<file path="src/rtl/brte_pkg.sv">
// Notes on behaviour
// Selector is control bits 2 down to 0.
// X00 toggle, X01 pattern, X10 signature.
// 011 signature+pattern, 111 signature+count, 18-bit.
// Run only with instruction loaded and idle.
// Control cells 47-36 never join operations.
// Enable cells still steer output drive state.
// Bad direction enables fall back to bypass.
// Toggle mode: input cells load pin values.
// Toggle mode: output cells invert, shadowed on fall.
// Pattern mode: 36-bit generator, shadowed on fall.
// Zero seed keeps generators at zero.
// Controller should scan a seed first.
// Signature mode folds inputs into 36 bits.
// Signature mode: output shadows hold and drive.
// Combined modes: 18-bit signature on inputs.
// Combined pattern: 18-bit generator on outputs.
// Combined count: 18-bit up-counter on outputs.
// Run-test: bypass bit loads zero, test mode.
// Controller loads selector before run-test.
// Enable cell zero means output mode.
// Fixed maximal polynomials, one per direction.
package brte_pkg;

  // ****************************************
  // Register map
  // ****************************************
  localparam logic [7:0] BRTE_CTRL_ADDR = 8'h00;
  localparam logic [7:0] BRTE_ENABLE_ADDR = 8'h04;
  localparam logic [7:0] BRTE_SHIFT_LO_ADDR = 8'h08;
  localparam logic [7:0] BRTE_SHIFT_HI_ADDR = 8'h0C;
  localparam logic [7:0] BRTE_SHADOW_LO_ADDR = 8'h10;
  localparam logic [7:0] BRTE_SHADOW_HI_ADDR = 8'h14;
  localparam logic [7:0] BRTE_STATUS_ADDR = 8'h18;

  // ****************************************
  // Field positions and reset values
  // ****************************************
  localparam int BRTE_CTRL_INSTR_BIT = 8;
  localparam int BRTE_CTRL_IDLE_BIT = 9;
  localparam logic [3:0] BRTE_ENABLE_RESET = 4'hf;
  localparam logic [9:0] BRTE_CTRL_RESET = 10'h000;
  localparam logic [35:0] BRTE_SHIFT_RESET = 36'h0_0000_0000;
  localparam logic [17:0] BRTE_HALF_ONES = 18'h3_ffff;

  // ****************************************
  // Feedback tap masks, one set per direction
  // ****************************************
  localparam logic [35:0] BRTE_TAP36_AB = 36'h8_0100_0000;
  localparam logic [35:0] BRTE_TAP36_BA = 36'h8_0000_0400;
  localparam logic [17:0] BRTE_TAP18_AB = 18'h2_0400;
  localparam logic [17:0] BRTE_TAP18_BA = 18'h2_0040;

  // ****************************************
  // Types
  // ****************************************
  typedef enum logic [2:0] {
    BRTE_MODE_TOGGLE,
    BRTE_MODE_PATTERN,
    BRTE_MODE_SIGNATURE,
    BRTE_MODE_SIG_PATTERN,
    BRTE_MODE_SIG_COUNT
  } brte_mode_type;

  typedef struct packed {
    logic [17:0] a_out;
    logic [17:0] a_oe_n;
    logic [17:0] b_out;
    logic [17:0] b_oe_n;
  } brte_pad_type;

endpackage

</file>
<file path="src/rtl/brte_engine.sv">
// Chosen here: the AHB-Lite slave port and the placing of the registers.
`timescale 1ns/1ps
`default_nettype none
module brte_engine
  import brte_pkg::*;
(
  input wire logic hclk,
  input wire logic hresetn,
  input wire logic hsel,
  input wire logic [31:0] haddr,
  input wire logic [1:0] htrans,
  input wire logic hwrite,
  input wire logic [2:0] hsize,
  input wire logic [31:0] hwdata,
  input wire logic hready,
  output logic hreadyout,
  output logic [31:0] hrdata,
  output logic hresp,
  input wire logic tck,
  input wire logic [17:0] a_pin_in,
  input wire logic [17:0] b_pin_in,
  output brte_pad_type pads
);

  // ****************************************
  // Helpers
  // ****************************************
  function automatic logic [35:0] lfsr36(input logic [35:0] v, input logic ab);
    logic fb;
    fb = ^(v & (ab ? BRTE_TAP36_AB : BRTE_TAP36_BA));
    return {v[34:0], fb};
  endfunction

  function automatic logic [17:0] lfsr18(input logic [17:0] v, input logic ab);
    logic fb;
    fb = ^(v & (ab ? BRTE_TAP18_AB : BRTE_TAP18_BA));
    return {v[16:0], fb};
  endfunction

  function automatic brte_mode_type decode_mode(input logic [2:0] sel);
    brte_mode_type m;
    m = BRTE_MODE_TOGGLE;
    if (sel[1:0] == 2'h1)
      m = BRTE_MODE_PATTERN;
    else if (sel[1:0] == 2'h2)
      m = BRTE_MODE_SIGNATURE;
    else if (sel == 3'h3)
      m = BRTE_MODE_SIG_PATTERN;
    else if (sel == 3'h7)
      m = BRTE_MODE_SIG_COUNT;
    return m;
  endfunction

  // ****************************************
  // Input synchronisers
  // ****************************************
  // A change counts only once stages two and three agree, which filters
  // single-sample glitches on the slow test clock.
  logic [36:0] s1_r, s2_r, s3_r, filt_r;
  logic tck_d_r;
  wire logic [36:0] filt_nxt = (s2_r & s3_r) | (filt_r & (s2_r | s3_r));
  wire logic tck_f = filt_r[36];
  wire logic tck_rise = tck_f & ~tck_d_r;
  wire logic tck_fall = ~tck_f & tck_d_r;
  wire logic [35:0] pins36 = filt_r[35:0];

  always_ff @(posedge hclk or negedge hresetn)
  begin
    if (!hresetn)
    begin
      s1_r <= '0;
      s2_r <= '0;
      s3_r <= '0;
      filt_r <= '0;
      tck_d_r <= 1'b0;
    end
    else
    begin
      s1_r <= {tck, b_pin_in, a_pin_in};
      s2_r <= s1_r;
      s3_r <= s2_r;
      filt_r <= filt_nxt;
      tck_d_r <= tck_f;
    end
  end

  // ****************************************
  // Bus slave
  // ****************************************
  logic [7:0] addr_r;
  logic wr_r, rd_r, rd_done_r;
  logic [31:0] hrdata_r;
  logic [9:0] ctrl_r;
  logic [3:0] enable_r;
  logic [35:0] shift_r, shadow_r;
  brte_pad_type pads_r;

  wire logic accept = hsel & htrans[1] & hready;
  wire logic wr_ctrl = wr_r && addr_r == BRTE_CTRL_ADDR;
  wire logic wr_enable = wr_r && addr_r == BRTE_ENABLE_ADDR;
  wire logic wr_lo = wr_r && addr_r == BRTE_SHIFT_LO_ADDR;
  wire logic wr_hi = wr_r && addr_r == BRTE_SHIFT_HI_ADDR;
  wire logic wr_shift = wr_lo | wr_hi;

  // Reads take one wait state so a write in the preceding data phase is
  // already stored when the read word is sampled.
  assign hreadyout = ~(rd_r & ~rd_done_r);
  assign hresp = 1'b0;
  assign hrdata = hrdata_r;

  // ****************************************
  // Run decision and mode
  // ****************************************
  wire logic [2:0] selector = ctrl_r[2:0];
  wire brte_mode_type mode = decode_mode(selector);
  wire logic instr_loaded = ctrl_r[BRTE_CTRL_INSTR_BIT];
  wire logic in_idle = ctrl_r[BRTE_CTRL_IDLE_BIT];
  // Enable bits: 0 byte1 A-to-B, 1 byte1 B-to-A, 2 byte2 A-to-B, 3 byte2 B-to-A.
  wire logic dir_valid = (enable_r[0] != enable_r[1]) && (enable_r[0] == enable_r[2])
    && (enable_r[1] == enable_r[3]);
  wire logic run = instr_loaded & in_idle & dir_valid;
  wire logic dir_ab = ~enable_r[0];
  wire logic [35:0] in_mask = dir_ab ? {18'h0_0000, BRTE_HALF_ONES} : {BRTE_HALF_ONES, 18'h0_0000};
  wire logic [35:0] out_mask = ~in_mask;

  wire logic [31:0] status = {27'h000_0000, 1'b0, instr_loaded, dir_ab, dir_valid, run};

  wire logic [31:0] rd_mux =
    (addr_r == BRTE_CTRL_ADDR) ? {22'h00_0000, ctrl_r} :
    (addr_r == BRTE_ENABLE_ADDR) ? {28'h000_0000, enable_r} :
    (addr_r == BRTE_SHIFT_LO_ADDR) ? shift_r[31:0] :
    (addr_r == BRTE_SHIFT_HI_ADDR) ? {28'h000_0000, shift_r[35:32]} :
    (addr_r == BRTE_SHADOW_LO_ADDR) ? shadow_r[31:0] :
    (addr_r == BRTE_SHADOW_HI_ADDR) ? {28'h000_0000, shadow_r[35:32]} :
    (addr_r == BRTE_STATUS_ADDR) ? status : 32'h0000_0000;

  always_ff @(posedge hclk or negedge hresetn)
  begin
    if (!hresetn)
    begin
      addr_r <= 8'h00;
      wr_r <= 1'b0;
      rd_r <= 1'b0;
      rd_done_r <= 1'b0;
      hrdata_r <= 32'h0000_0000;
    end
    else
    begin
      if (hreadyout)
      begin
        addr_r <= haddr[7:0];
        wr_r <= accept & hwrite;
        rd_r <= accept & ~hwrite;
      end
      rd_done_r <= rd_r & ~rd_done_r;
      if (rd_r & ~rd_done_r)
        hrdata_r <= rd_mux;
    end
  end

  // ****************************************
  // Control and enable cells
  // ****************************************
  // The enable cells are written only by software; the engine never
  // shifts, toggles or counts them.
  always_ff @(posedge hclk or negedge hresetn)
  begin
    if (!hresetn)
    begin
      ctrl_r <= BRTE_CTRL_RESET;
      enable_r <= BRTE_ENABLE_RESET;
    end
    else
    begin
      if (wr_ctrl)
        ctrl_r <= hwdata[9:0];
      if (wr_enable)
        enable_r <= hwdata[3:0];
    end
  end

  // ****************************************
  // Next value of the shift stages
  // ****************************************
  wire logic [17:0] in_half = dir_ab ? shift_r[17:0] : shift_r[35:18];
  wire logic [17:0] out_half = dir_ab ? shift_r[35:18] : shift_r[17:0];
  wire logic [17:0] in_pins = dir_ab ? pins36[17:0] : pins36[35:18];
  wire logic [17:0] sig18 = lfsr18(in_half, dir_ab) ^ in_pins;
  wire logic [17:0] count18 = out_half + 18'h0_0001;
  wire logic [17:0] gen18 = (mode == BRTE_MODE_SIG_COUNT) ? count18 : lfsr18(out_half, dir_ab);
  wire logic [35:0] comb36 = dir_ab ? {gen18, sig18} : {sig18, gen18};
  wire logic [35:0] gen36 = lfsr36(shift_r, dir_ab);

  logic [35:0] op_nxt;
  always_comb
  begin
    case (mode)
      BRTE_MODE_TOGGLE: op_nxt = (pins36 & in_mask) | (~shift_r & out_mask);
      BRTE_MODE_PATTERN: op_nxt = gen36;
      BRTE_MODE_SIGNATURE: op_nxt = gen36 ^ (pins36 & in_mask);
      default: op_nxt = comb36;
    endcase
  end

  // A software write to a shift word wins over an engine step that lands
  // in the same cycle, so a seed is never half overwritten.
  wire logic [35:0] shift_nxt =
    wr_lo ? {shift_r[35:32], hwdata} :
    wr_hi ? {hwdata[3:0], shift_r[31:0]} :
    (run & tck_rise) ? op_nxt : shift_r;
  wire logic shadow_load = run & tck_fall & (mode != BRTE_MODE_SIGNATURE);
  wire logic [35:0] shadow_nxt = shadow_load ? ((shift_r & out_mask) | (shadow_r & in_mask)) : shadow_r;

  // ****************************************
  // Pads
  // ****************************************
  // Enable zero puts the port in output mode; the OE stays live in every
  // mode so the enable cells alone decide the drive state.
  brte_pad_type pads_nxt;
  assign pads_nxt.a_out = shadow_r[17:0];
  assign pads_nxt.b_out = shadow_r[35:18];
  assign pads_nxt.a_oe_n = {{9{enable_r[3]}}, {9{enable_r[1]}}};
  assign pads_nxt.b_oe_n = {{9{enable_r[2]}}, {9{enable_r[0]}}};
  assign pads = pads_r;

  always_ff @(posedge hclk or negedge hresetn)
  begin
    if (!hresetn)
    begin
      shift_r <= BRTE_SHIFT_RESET;
      shadow_r <= BRTE_SHIFT_RESET;
      pads_r <= '{default: '1};
    end
    else
    begin
      shift_r <= shift_nxt;
      shadow_r <= shadow_nxt;
      pads_r <= pads_nxt;
    end
  end
endmodule
`default_nettype wire

</file>
<file path="config.mk">
export PLATFORM = sky130hd
export DESIGN_NAME = brte_engine
export DESIGN_NICKNAME = d
export VERILOG_FILES = /design/src/rtl/brte_pkg.sv /design/src/rtl/brte_engine.sv
export SDC_FILE = /design/constraint.sdc
export NUM_CORES = 1
export LEC_CHECK = 0
export ABC_AREA = 0
export BUFFER_PORTS_ARGS = -buffer_cell sky130_fd_sc_hd__buf_2
export CAP_MARGIN = 10
export CORE_UTILIZATION = 57
export DETAILED_ROUTE_END_ITERATION = 10
export HOLD_SLACK_MARGIN = 0.03
export PLACE_DENSITY = 0.9
export SLEW_MARGIN = 30
export SYNTH_ARGS = -nofsm -noshare
export SYNTH_HDL_FRONTEND = slang
export SYNTH_SLANG_ARGS = --single-unit
</file>
<file path="constraint.sdc">
create_clock -name hclk -period 4.7 [get_ports hclk]
set_input_delay 0.47 -clock hclk [delete_from_list [all_inputs] [get_ports hclk]]
set_output_delay 0.47 -clock hclk [all_outputs]
set_load 0.05 [all_outputs]
</file>
==> out/results.txt, run 1 <==
Critical path's slowest cell - dfstp_4
Setup Crit Path Kind - reg2reg
Timing-limited maximum frequency - 286.2 MHz
Effective utilization at floorplan - 57.84%
Number of input and output port buffers inserted - 187
Area after DPL - 15330 um2
Flip-flop cell with the highest count after synthesis - dfrtp_1
Static leakage - 7.296 nW
Min cycle time layout - 3494 ps
Sequential-to-total area share from yosys stat - 55.17%
TNS Setup - 0 ps
Final worst slack - 1206 ps
Met1 layer wirelength in the final routing - 15.68 mm
Via count of the first global-routing pass - 10700
Number of fillers in the final layout - 1879
CP peak stage delay - 960 ps
Maximum buffer depth of the clock tree - 3
Vias - 11160
Core Region - 25110 um2
Endpoint required time on the critical path - 5140 ps
Clock root cell - clkbuf_16
Remaining antenna violation count after routing - 0
H-tree level count - 1
Clk slew on worst S/H paths - 70 ps
Top-area cell type share of the netlist area - 47.21%
Nets - 1567
Placed Cells - 1709
Routability-driven placement congestion ratio - 0.9715
RSZ-0062 raised after global routing - no
Number of failing hold endpoints at the final stage - 0
Worst Tran Pin Value - 1023 ps
Met2 WL - 17.29 mm
Post-synthesis cell type with the largest combined area - dfrtp_1
Post-route clock skew - 23.18 ps
PD cells - 484.8 nW/um2
Data arrival time of the worst path - 3930 ps
Mean Syn Cell Area - 11.01 um2
Endpoint kind of the worst setup timing path - flip-flop
Die span in x - 161.6 um
Number of synthesized flops with an enable pin - 0
Fraction of synthesis flops using an asynchronous set or reset pin - 100.0%
Top routing layer in use - met4
Total routed wirelength - 38.03 mm
Share of final-layout standard cells stronger than drive strength 1 - 25.85%
Count of clock tree sinks - 318
Outcome - complete, no violations
CP delay by family, top - flip-flops
Number of antenna violations at the first check in global routing - 1
DRC - 0
Area contributors post-synth - dfrtp_1 47%, dfstp_2 8.0%, mux2_2 4.0%
Flop and latch count out of synthesis - 318
Worst ir drop on vdd - 508.1 uV
Total length of routed met3 wires - 3.445 mm
Final cycle utilization of the critical path - 74.35%
Via density - 6.185
I/O pin count - 217
Number of placement rows - 58
TritonCTS buffer count - 30
Area of the die - 26120 um2
Synth Cell Area - 14520 um2
Wire length of the first global-routing pass - 60.05 mm
Syn Inst Count - 1319
Post-placement worst setup slack - 1256 ps
Remaining global-route overflow - 0
Buffers plus inverters on the worst setup path - 2
TritonCTS clock tree - done
Starting DRC count in detailed routing - 1351
Layout overhead on the synthesized area - 15.07%
CP most frequent cell - o21ai_0
Cell chain of the critical path - buf_4 > mux2_2 > ha_1 > inv_1 > or3_1 > a31oi_1 > o21ai_0 > a221o_1 > mux2i_1 > o21ai_0
Synthesized netlist net count - 1436
Crit-path max FO - 57
Total track usage - 29.69%
Max-slew violation count - 0
Die H - 161.6 um
Wirelength per Cell - 21.08 um
Number of detailed-routing iterations run before antenna repair - 8
Post-Layout Inst Area - 16710 um2
Hpwl dp - 25.47 mm
Yosys warns - 0
Setup violators final - 0
MaxCap Viol Count - 0
Diode count - 0
Hold/Removal Path Class - in2reg
Critical path launch point type - flip-flop
Number of non-filler instances in the completed layout - 1804
Maximum number of pins on one net before global-route repair - 123
Quantity of gates resized following cts - 0
Clock latency of the later-clocked register in the worst-skew pair - 560 ps
Count of cell types in the netlist - 76
Worst relative slew slack - 31.52%
==> routing by layer <==
metal	global-route usage [%]	vias to the layer above
li1	-	4970
met1	41.33	5464
met2	46.38	617
met3	4.905	107
met4	12.52	0
met5	0	-
==> worst reg2reg max path, delay by kind of cell, from the launching register on <==
kind	cells	cell delay (ps)
buf+inv	2	630
flops	1	960
fa+ha+maj	1	280
simple gates	1	420
mux	2	350
compound gates	4	740
==> synthesized netlist by cell type, drive strengths merged (2+ instances only) <==
cell type / count
a22oi: 37
clkbuf: 73
a22o: 3
nor4: 5
nor2b: 18
mux2: 52
a221o: 12
o221ai: 6
nand4: 6
dfstp: 44
a21oi: 69
a211oi: 21
maj3: 37
a32oi: 2
ha: 6
o21ai: 97
nand3b: 7
nor2: 75
or3: 8
o31ai: 3
a31oi: 13
mux4: 3
inv: 11
nand4b: 3
and3: 2
nand2: 132
a21o: 4
a221oi: 19
nand4bb: 4
o211ai: 10
nand3: 20
nand2b: 5
and2: 3
o22ai: 7
nor3: 18
a222oi: 19
buf: 73
dfrtp: 274
mux2i: 18
xnor2: 51
or4: 2
and4: 2
xor2: 27
==> where the power goes <==
part / internal, W / total (W) / leakage, nW / switching, W
clock network: 0.00133 / 0.00233 / 0.481 / 0.00101
registers: 0.00311 / 0.00376 / 3.78 / 0.000652
logic: 0.000744 / 0.00201 / 3.03 / 0.00127
==> cell families (layout without fill, tap and decap cells) <==
kind of cell | Yosys count | in the layout | synth area share, %
buf+inv | 157 | 312 | 5.393
other cells | 1 | 1 | 0.02582
compound gates | 336 | 336 | 15.38
fa+ha+maj | 43 | 43 | 3.067
simple gates | 313 | 313 | 10.52
mux | 73 | 73 | 5.738
xor+xnor | 78 | 78 | 4.704
flops | 318 | 318 | 55.17
==> layout by cell type, fill, tap and decap left out, drive strengths merged, types with 27 or more instances in the layout <==
| master | synthesis | final |
|---|---|---|
| buf | 73 | 207 |
| a22oi | 37 | 37 |
| dfrtp | 274 | 274 |
| clkbuf | 73 | 42 |
| a21oi | 69 | 69 |
| mux2 | 52 | 52 |
| dlygate4sd3 | 0 | 38 |
| o21ai | 97 | 97 |
| dfstp | 44 | 44 |
| nor2 | 75 | 75 |
| nand2 | 132 | 132 |
| maj3 | 37 | 37 |
| xnor2 | 51 | 51 |
| xor2 | 27 | 27 |
==> through the flow <==
stage / power (W) / utilization [%] / hold slack [ps]
floorplan: 0.005139 / - / 174.4
global placement: 0.005631 / 61.07 / 333.4
detailed placement: 0.005730 / 61.07 / 334.7
CTS: 0.008097 / 66.38 / 47.49
global route: 0.008473 / 66.55 / 119.1
finish: 0.008102 / 66.55 / 118.8
==> final timing paths <==
check                      slack, ps        start  cells past startpoint     endpoint
max reg2reg                     1210  enable_r[0]                     10  shift_r[22]
min reg2reg                      350     s1_r[34]                      0     s2_r[34]
min in group asynchronous        430      hresetn                      2     s1_r[27]
max                             1210  enable_r[0]                     10  shift_r[22]
min                              120     haddr[0]                      3    addr_r[0]
max in group asynchronous       3090      hresetn                      3   shift_r[6]
==> area by class of cell <==
cell class	count	area (um2)	area share [%]
Inverter	11	41.29	0.2471
Timing Repair Buffer	245	1509	9.030
Clock inverter	14	105.1	0.6289
Tap cell	330	412.9	2.471
Clock buffer	42	857.1	5.129
Multi-Input combinational cell	844	5769	34.52
Sequential cell	318	8016	47.97
==> repair_timing <==
| item | in CTS | in global routing |
|---|---|---|
| hold buffers | 37 | 1 |
| endpoints found under the hold margin | 37 | 47 |
| buffers inserted | 0 | 0 |
(Power assumes the default switching activity.)
==> inputs of run 2 (changes only) <==
--- a/config.mk
+++ b/config.mk
@@ -5,13 +5,13 @@
 export SDC_FILE = /design/constraint.sdc
 export NUM_CORES = 1
 export LEC_CHECK = 0
-export ABC_AREA = 0
+export ABC_AREA = 1
 export BUFFER_PORTS_ARGS = -buffer_cell sky130_fd_sc_hd__buf_2
 export CAP_MARGIN = 10
-export CORE_UTILIZATION = 57
+export CORE_UTILIZATION = 52
 export DETAILED_ROUTE_END_ITERATION = 10
 export HOLD_SLACK_MARGIN = 0.03
-export PLACE_DENSITY = 0.9
+export PLACE_DENSITY = 0.87
 export SLEW_MARGIN = 30
 export SYNTH_ARGS = -nofsm -noshare
 export SYNTH_HDL_FRONTEND = slang
==> constraint.sdc (replaced) <==
create_clock -name hclk -period 3.1 [get_ports hclk]
set_input_delay 0.31 -clock hclk [delete_from_list [all_inputs] [get_ports hclk]]
set_output_delay 0.31 -clock hclk [all_outputs]
set_load 0.05 [all_outputs]
==> out/results.txt, run 2 <==
Post-route clock skew - 11.73 ps
Data arrival time of the worst path - 3190 ps
Total routed wirelength - 42.19 mm
Core Region - 27180 um2
Count of cell types in the netlist - 49
H-tree level count - 1
CP most frequent cell - nand2_1
I/O pin count - 217
Endpoint kind of the worst setup timing path - flip-flop
Cts hold-fix bufs - 72
Flop and latch count out of synthesis - 318
Number of detailed-routing iterations run before antenna repair - 6
Relative contribution of the clock network to total power - 29.1%
Most frequent cells in the layout - 376 x nand2_1, 274 x dfrtp_1, 186 x buf_2, 130 x o21ai_0, 102 x inv_1
Post-synthesis cell type with the largest combined area - dfrtp_1
TNS Setup - 0 ps
Via count of the first global-routing pass - 12030
Number of antenna violations at the first check in global routing - 0
Worst relative slew slack - 49.02%
Worst reg-to-reg setup slack - 360 ps
Area after DPL - 15670 um2
Die span in x - 169.1 um
Maximum buffer depth of the clock tree - 3
Remaining antenna violation count after routing - 0
Critical R2R Launch - enable_r[0]
Nets - 1918
Setup violators final - 0
Worst Reg-to-Reg Cells - 15
Area of the die - 28600 um2
Synth Cell Area - 14520 um2
Timing-limited maximum frequency - 365.3 MHz
Number of placement rows - 60
Library cell with the highest instance count after synthesis - nand2_1
Yosys warns - 0
Setup repair bufs after CTS - 0
PD cells - 777.7 nW/um2
TritonCTS buffer count - 31
Top-area cell type share of the netlist area - 47.21%
Count of clock tree sinks - 318
MaxCap Viol Count - 0
Maximum number of pins on one net before global-route repair - 94
Endpoint required time on the critical path - 3560 ps
TritonCTS clock tree - done
Switching Fraction - 38.43%
Routability-driven placement congestion ratio - 0.9251
CP delay by family, top - simple AND/OR/NAND/NOR gates
Total track usage - 30.17%
Hpwl dp - 28.24 mm
Outcome - complete, no violations
Hold-critical path depth - 3
Static leakage - 8.563 nW
Layout overhead on the synthesized area - 20.26%
Wire length of the first global-routing pass - 66.45 mm
Via density - 5.631
Number of failing hold endpoints at the final stage - 0
Number of input and output port buffers inserted - 187
Fraction of synthesis flops using an asynchronous set or reset pin - 100.0%
Crit-path max FO - 83
Buffers plus inverters on the worst setup path - 3
Number of fillers in the final layout - 2186
Commonest non-fill, non-tap cell in the layout - nand2_1
Hold/Removal Path Class - in2reg
CP peak stage delay - 750 ps
Part of the total power dissipated in sequential elements - 35.4%
Sequential-to-total area share from yosys stat - 55.17%
Number of synthesized flops with an enable pin - 0
Syn Inst Count - 1574
Setup Crit Path Kind - reg2reg
Internal power consumption - 0.008364 W
Worst reg2reg endpoint - shift_r[34]
Switching power summed over all nets - 0.005220 W
Min cycle time layout - 2738 ps
Worst Tran Pin Value - 763.8 ps
Remaining global-route overflow - 0
Synthesized netlist net count - 1691
Share of final-layout standard cells stronger than drive strength 1 - 20.66%
Clock latency of the later-clocked register in the worst-skew pair - 570 ps
Quantity of gates resized following cts - 0
Hold wc startpoint - hwdata[31]
Max-slew violation count - 0
Clock root cell - clkbuf_16
RSZ-0062 raised after global routing - no
Wirelength per Cell - 19.20 um
Flip-flop cell with the highest count after synthesis - dfrtp_1
Starting DRC count in detailed routing - 1373
Worst Hold Path EP - shift_r[31]
Worst ir drop on vdd - 533.5 uV
Commonest cells in the synthesized netlist - 376 x nand2_1, 274 x dfrtp_1, 130 x o21ai_0, 103 x inv_1, 99 x a21oi_1
Design Power - 0.01358 W
Diode count - 0
Area contributors post-synth - dfrtp_1 47%, nand2_1 9.7%, dfstp_2 8.0%
Die H - 169.1 um
Cell chain of the critical path - buf_12 > buf_4 > nor2_1 > inv_1 > nand2_1 > nor2_1 > nand2_1 > nor2_1 > nand3_1 > nand3_1 > nand3_1 > nand2_1 > nand2_1 > nand2_1 > nand2_1
Critical path launch point type - flip-flop
Clk slew on worst S/H paths - 70 ps
Mean Syn Cell Area - 9.227 um2
Effective utilization at floorplan - 53.44%
DRC - 0
Critical path's slowest cell - dfstp_4
Post-Layout Inst Area - 17470 um2
Portion of total power attributed to combinational logic - 35.5%
Final cycle utilization of the critical path - 88.31%
Vias - 12370
==> run 2: cell families after synthesis <==
logic type / count (synthesis) / synth area share (%)
buffers and inverters: 217 / 7.271
xor gates and xnor gates: 28 / 1.689
other: 1 / 0.02582
muxes: 6 / 0.4652
AOI/OAI and AO/OA: 409 / 16.02
and+or+nand+nor: 552 / 16.29
DFF: 318 / 55.17
adders and majority gates: 43 / 3.067
==> run 2: power groups by stage <==
stage          combinational, W  clock [W]  sequential [W]
2_1_floorplan           0.00317          0         0.00507
3_3_place_gp            0.00458          0         0.00485
3_5_place_dp            0.00466          0         0.00487
4_1_cts                 0.00476    0.00399         0.00480
5_1_grt                 0.00533    0.00417         0.00484
6_report                0.00482    0.00395         0.00481
==> run 2: final cells by class <==
class,instances,area [um2],area share (%)
clock buffer,40,869.6,4.978
timing repair buffer,303,2047,11.72
multi-input combinational,1039,5455,31.23
tap,372,465.4,2.665
sequential,318,8016,45.90
inverter,108,407.9,2.335
clock inverter,17,205.2,1.175
==> run 2: through the flow <==
step / worst slack [ps] / utilization, % / hold WS [ps] / cells
2_1_floorplan: 1025 / - / 14.41 / 1574
3_3_place_gp: 466.5 / 57.67 / 331.4 / 2068
3_5_place_dp: 442.1 / 57.67 / 334.7 / 2068
4_1_cts: 432.5 / 64.27 / 32.12 / 2197
5_1_grt: 116.7 / 64.27 / 57.66 / 2197
6_report: 362.4 / 64.27 / 49.39 / 2197
==> run 2: how the worst max path moves through the flow <==
stage                           start           to  slack, ps  depth (start not counted)
after floorplan           enable_r[0]  shift_r[14]       1030                         16
after global placement    enable_r[0]  shift_r[34]        470                         15
after detailed placement  enable_r[0]  shift_r[32]        440                         13
after CTS                 enable_r[0]  shift_r[32]        430                         13
after global routing      enable_r[0]  shift_r[34]        120                         15
final                     enable_r[0]  shift_r[34]        360                         15
==> run 2: per-layer routing <==
metal	global-route usage, %	part of all wire (%)
met1	40.77	40
met2	49.08	47
met3	4.559	9.0
met4	12.14	4.0
met5	0	0
==> run 2: tightest hold or removal path, stage by stage <==
cell     delay (ps)
buf_2           100
a22oi_1          90
nand2_1          70
==> inputs of run 3 (changes only) <==
==> constraint.sdc (replaced) <==
create_clock -name hclk -period 2.5 [get_ports hclk]
set_input_delay 0.25 -clock hclk [delete_from_list [all_inputs] [get_ports hclk]]
set_output_delay 0.25 -clock hclk [all_outputs]
set_load 0.05 [all_outputs]
==> out/results.txt, run 3 (synthesis results as in run 2) <==
Via density - 5.664
Min cycle time layout - 2414 ps
Via count of the first global-routing pass - 12100
Hpwl dp - 29.28 mm
TritonCTS buffer count - 34
Post-route clock skew - 22.17 ps
Number of fillers in the final layout - 2170
Vias - 12760
Outcome - complete, no violations
Number of input and output port buffers inserted - 187
Crit-path max FO - 7
Final cycle utilization of the critical path - 96.54%
Final Core Density - 66.63%
Diode count - 0
Timing-limited maximum frequency - 414.3 MHz
Worst Reg-to-Reg Cells - 15
Share of final-layout standard cells stronger than drive strength 1 - 23.87%
Layout overhead on the synthesized area - 24.66%
H-tree level count - 2
Die span in x - 169.1 um
Total track usage - 29.90%
Maximum number of pins on one net before global-route repair - 85
TritonCTS clock tree - done
Area of the die - 28600 um2
Number of non-filler instances in the completed layout - 2253
Hold/Removal Path Class - in2reg
Critical path launch point type - flip-flop
Hold_ws - 45.08 ps
Clock root cell - clkbuf_16
Die H - 169.1 um
Hold-critical path depth - 3
Number of placement rows - 60
Clock latency of the later-clocked register in the worst-skew pair - 520 ps
DRC - 0
Remaining global-route overflow - 0
Remaining antenna violation count after routing - 0
Worst reg-to-reg setup slack - 90 ps
Number of failing hold endpoints at the final stage - 0
Routability-driven placement congestion ratio - 0.9316
MaxCap Viol Count - 0
PD cells - 958.0 nW/um2
Number of antenna violations at the first check in global routing - 0
Endpoint kind of the worst setup timing path - flip-flop
Design Power - 0.01735 W
Worst Tran Pin Value - 693.2 ps
Starting DRC count in detailed routing - 1493
Most frequent cells in the layout - 375 x nand2_1, 274 x dfrtp_1, 186 x buf_2, 130 x o21ai_0, 102 x inv_1
Area after DPL - 16100 um2
Data arrival time of the worst path - 2810 ps
Static leakage - 8.900 nW
Worst ir drop on vdd - 639.6 uV
Setup violators final - 0
Core Region - 27180 um2
Nets - 1973
Placed Cells - 2115
Total routed wirelength - 42.66 mm
Number of detailed-routing iterations run before antenna repair - 8
Count of clock tree sinks - 318
Effective utilization at floorplan - 53.44%
Commonest non-fill, non-tap cell in the layout - nand2_1
Max-slew violation count - 0
Wire length of the first global-routing pass - 65.95 mm
Maximum buffer depth of the clock tree - 3
Clk slew on worst S/H paths - 60 ps
I/O pin count - 217
Post-Layout Inst Area - 18110 um2
Worst relative slew slack - 53.79%
Setup Crit Path Kind - reg2reg
Endpoint required time on the critical path - 2900 ps
Wirelength per Cell - 18.93 um
run 3: area by class of cell:
type | instances | area (um2) | area share [%]
clock buffer | 45 | 973.4 | 5.376
clock inverter | 16 | 156.4 | 0.8638
inverter | 108 | 410.4 | 2.267
multi-input combinational | 1039 | 5545 | 30.63
sequential | 318 | 8016 | 44.27
tap | 372 | 465.4 | 2.571
timing repair buffer | 355 | 2539 | 14.02
run 3: final timing paths:
check	startpoint	endpoint
worst min-delay path	hwdata[31]	shift_r[31]
max in group asynchronous	hresetn	pads[57]
worst max register to register	enable_r[0]	shift_r[32]
worst max-delay path	enable_r[0]	shift_r[32]
min in group asynchronous	hresetn	s1_r[11]
worst min register to register	s1_r[13]	s2_r[13]
run 3: stage by stage:
step | setup TNS, ps | worst slack, ps
global placement | 0 | 116.7
detailed placement | 0 | 95.25
floorplan | 0 | 425.5
CTS | 0 | 54.80
finish | 0 | 86.45
global route | -196.0 | -61.06
run 3: what timing repair did:
item	CTS	global route
resized for setup	0	27
hold endpoints to repair	149	0
setup buffers	0	3
hold buffers	73	0
setup endpoints to repair	0	24
run 3: critical path, stage by stage, from the launching register on:
cell     delay (ps)
dfstp_4         700
buf_4           180
nand2_1          70
o21ai_2          80
ha_2            230
inv_1            90
nor2_4          160
nand3_4         100
nor2_4          180
nand3_1          90
nand3_1          90
nand3_1          70
nand2_1         100
nand2_1          60
nand2_1          60
nand2_1          50
run 3: per-layer routing:
metal	track usage, %	routed length (um)	vias up
met5	0	0	-
met3	4.092	3782	97
li1	-	-	5811
met1	41.34	17450	6131
met2	48.38	20060	722
met4	11.01	1368	0
run 3: where the power goes:
group / internal [W] / switching (W)
Clock: 0.00297 / 0.00204
Combinational: 0.00218 / 0.00420
Sequential: 0.00560 / 0.000350
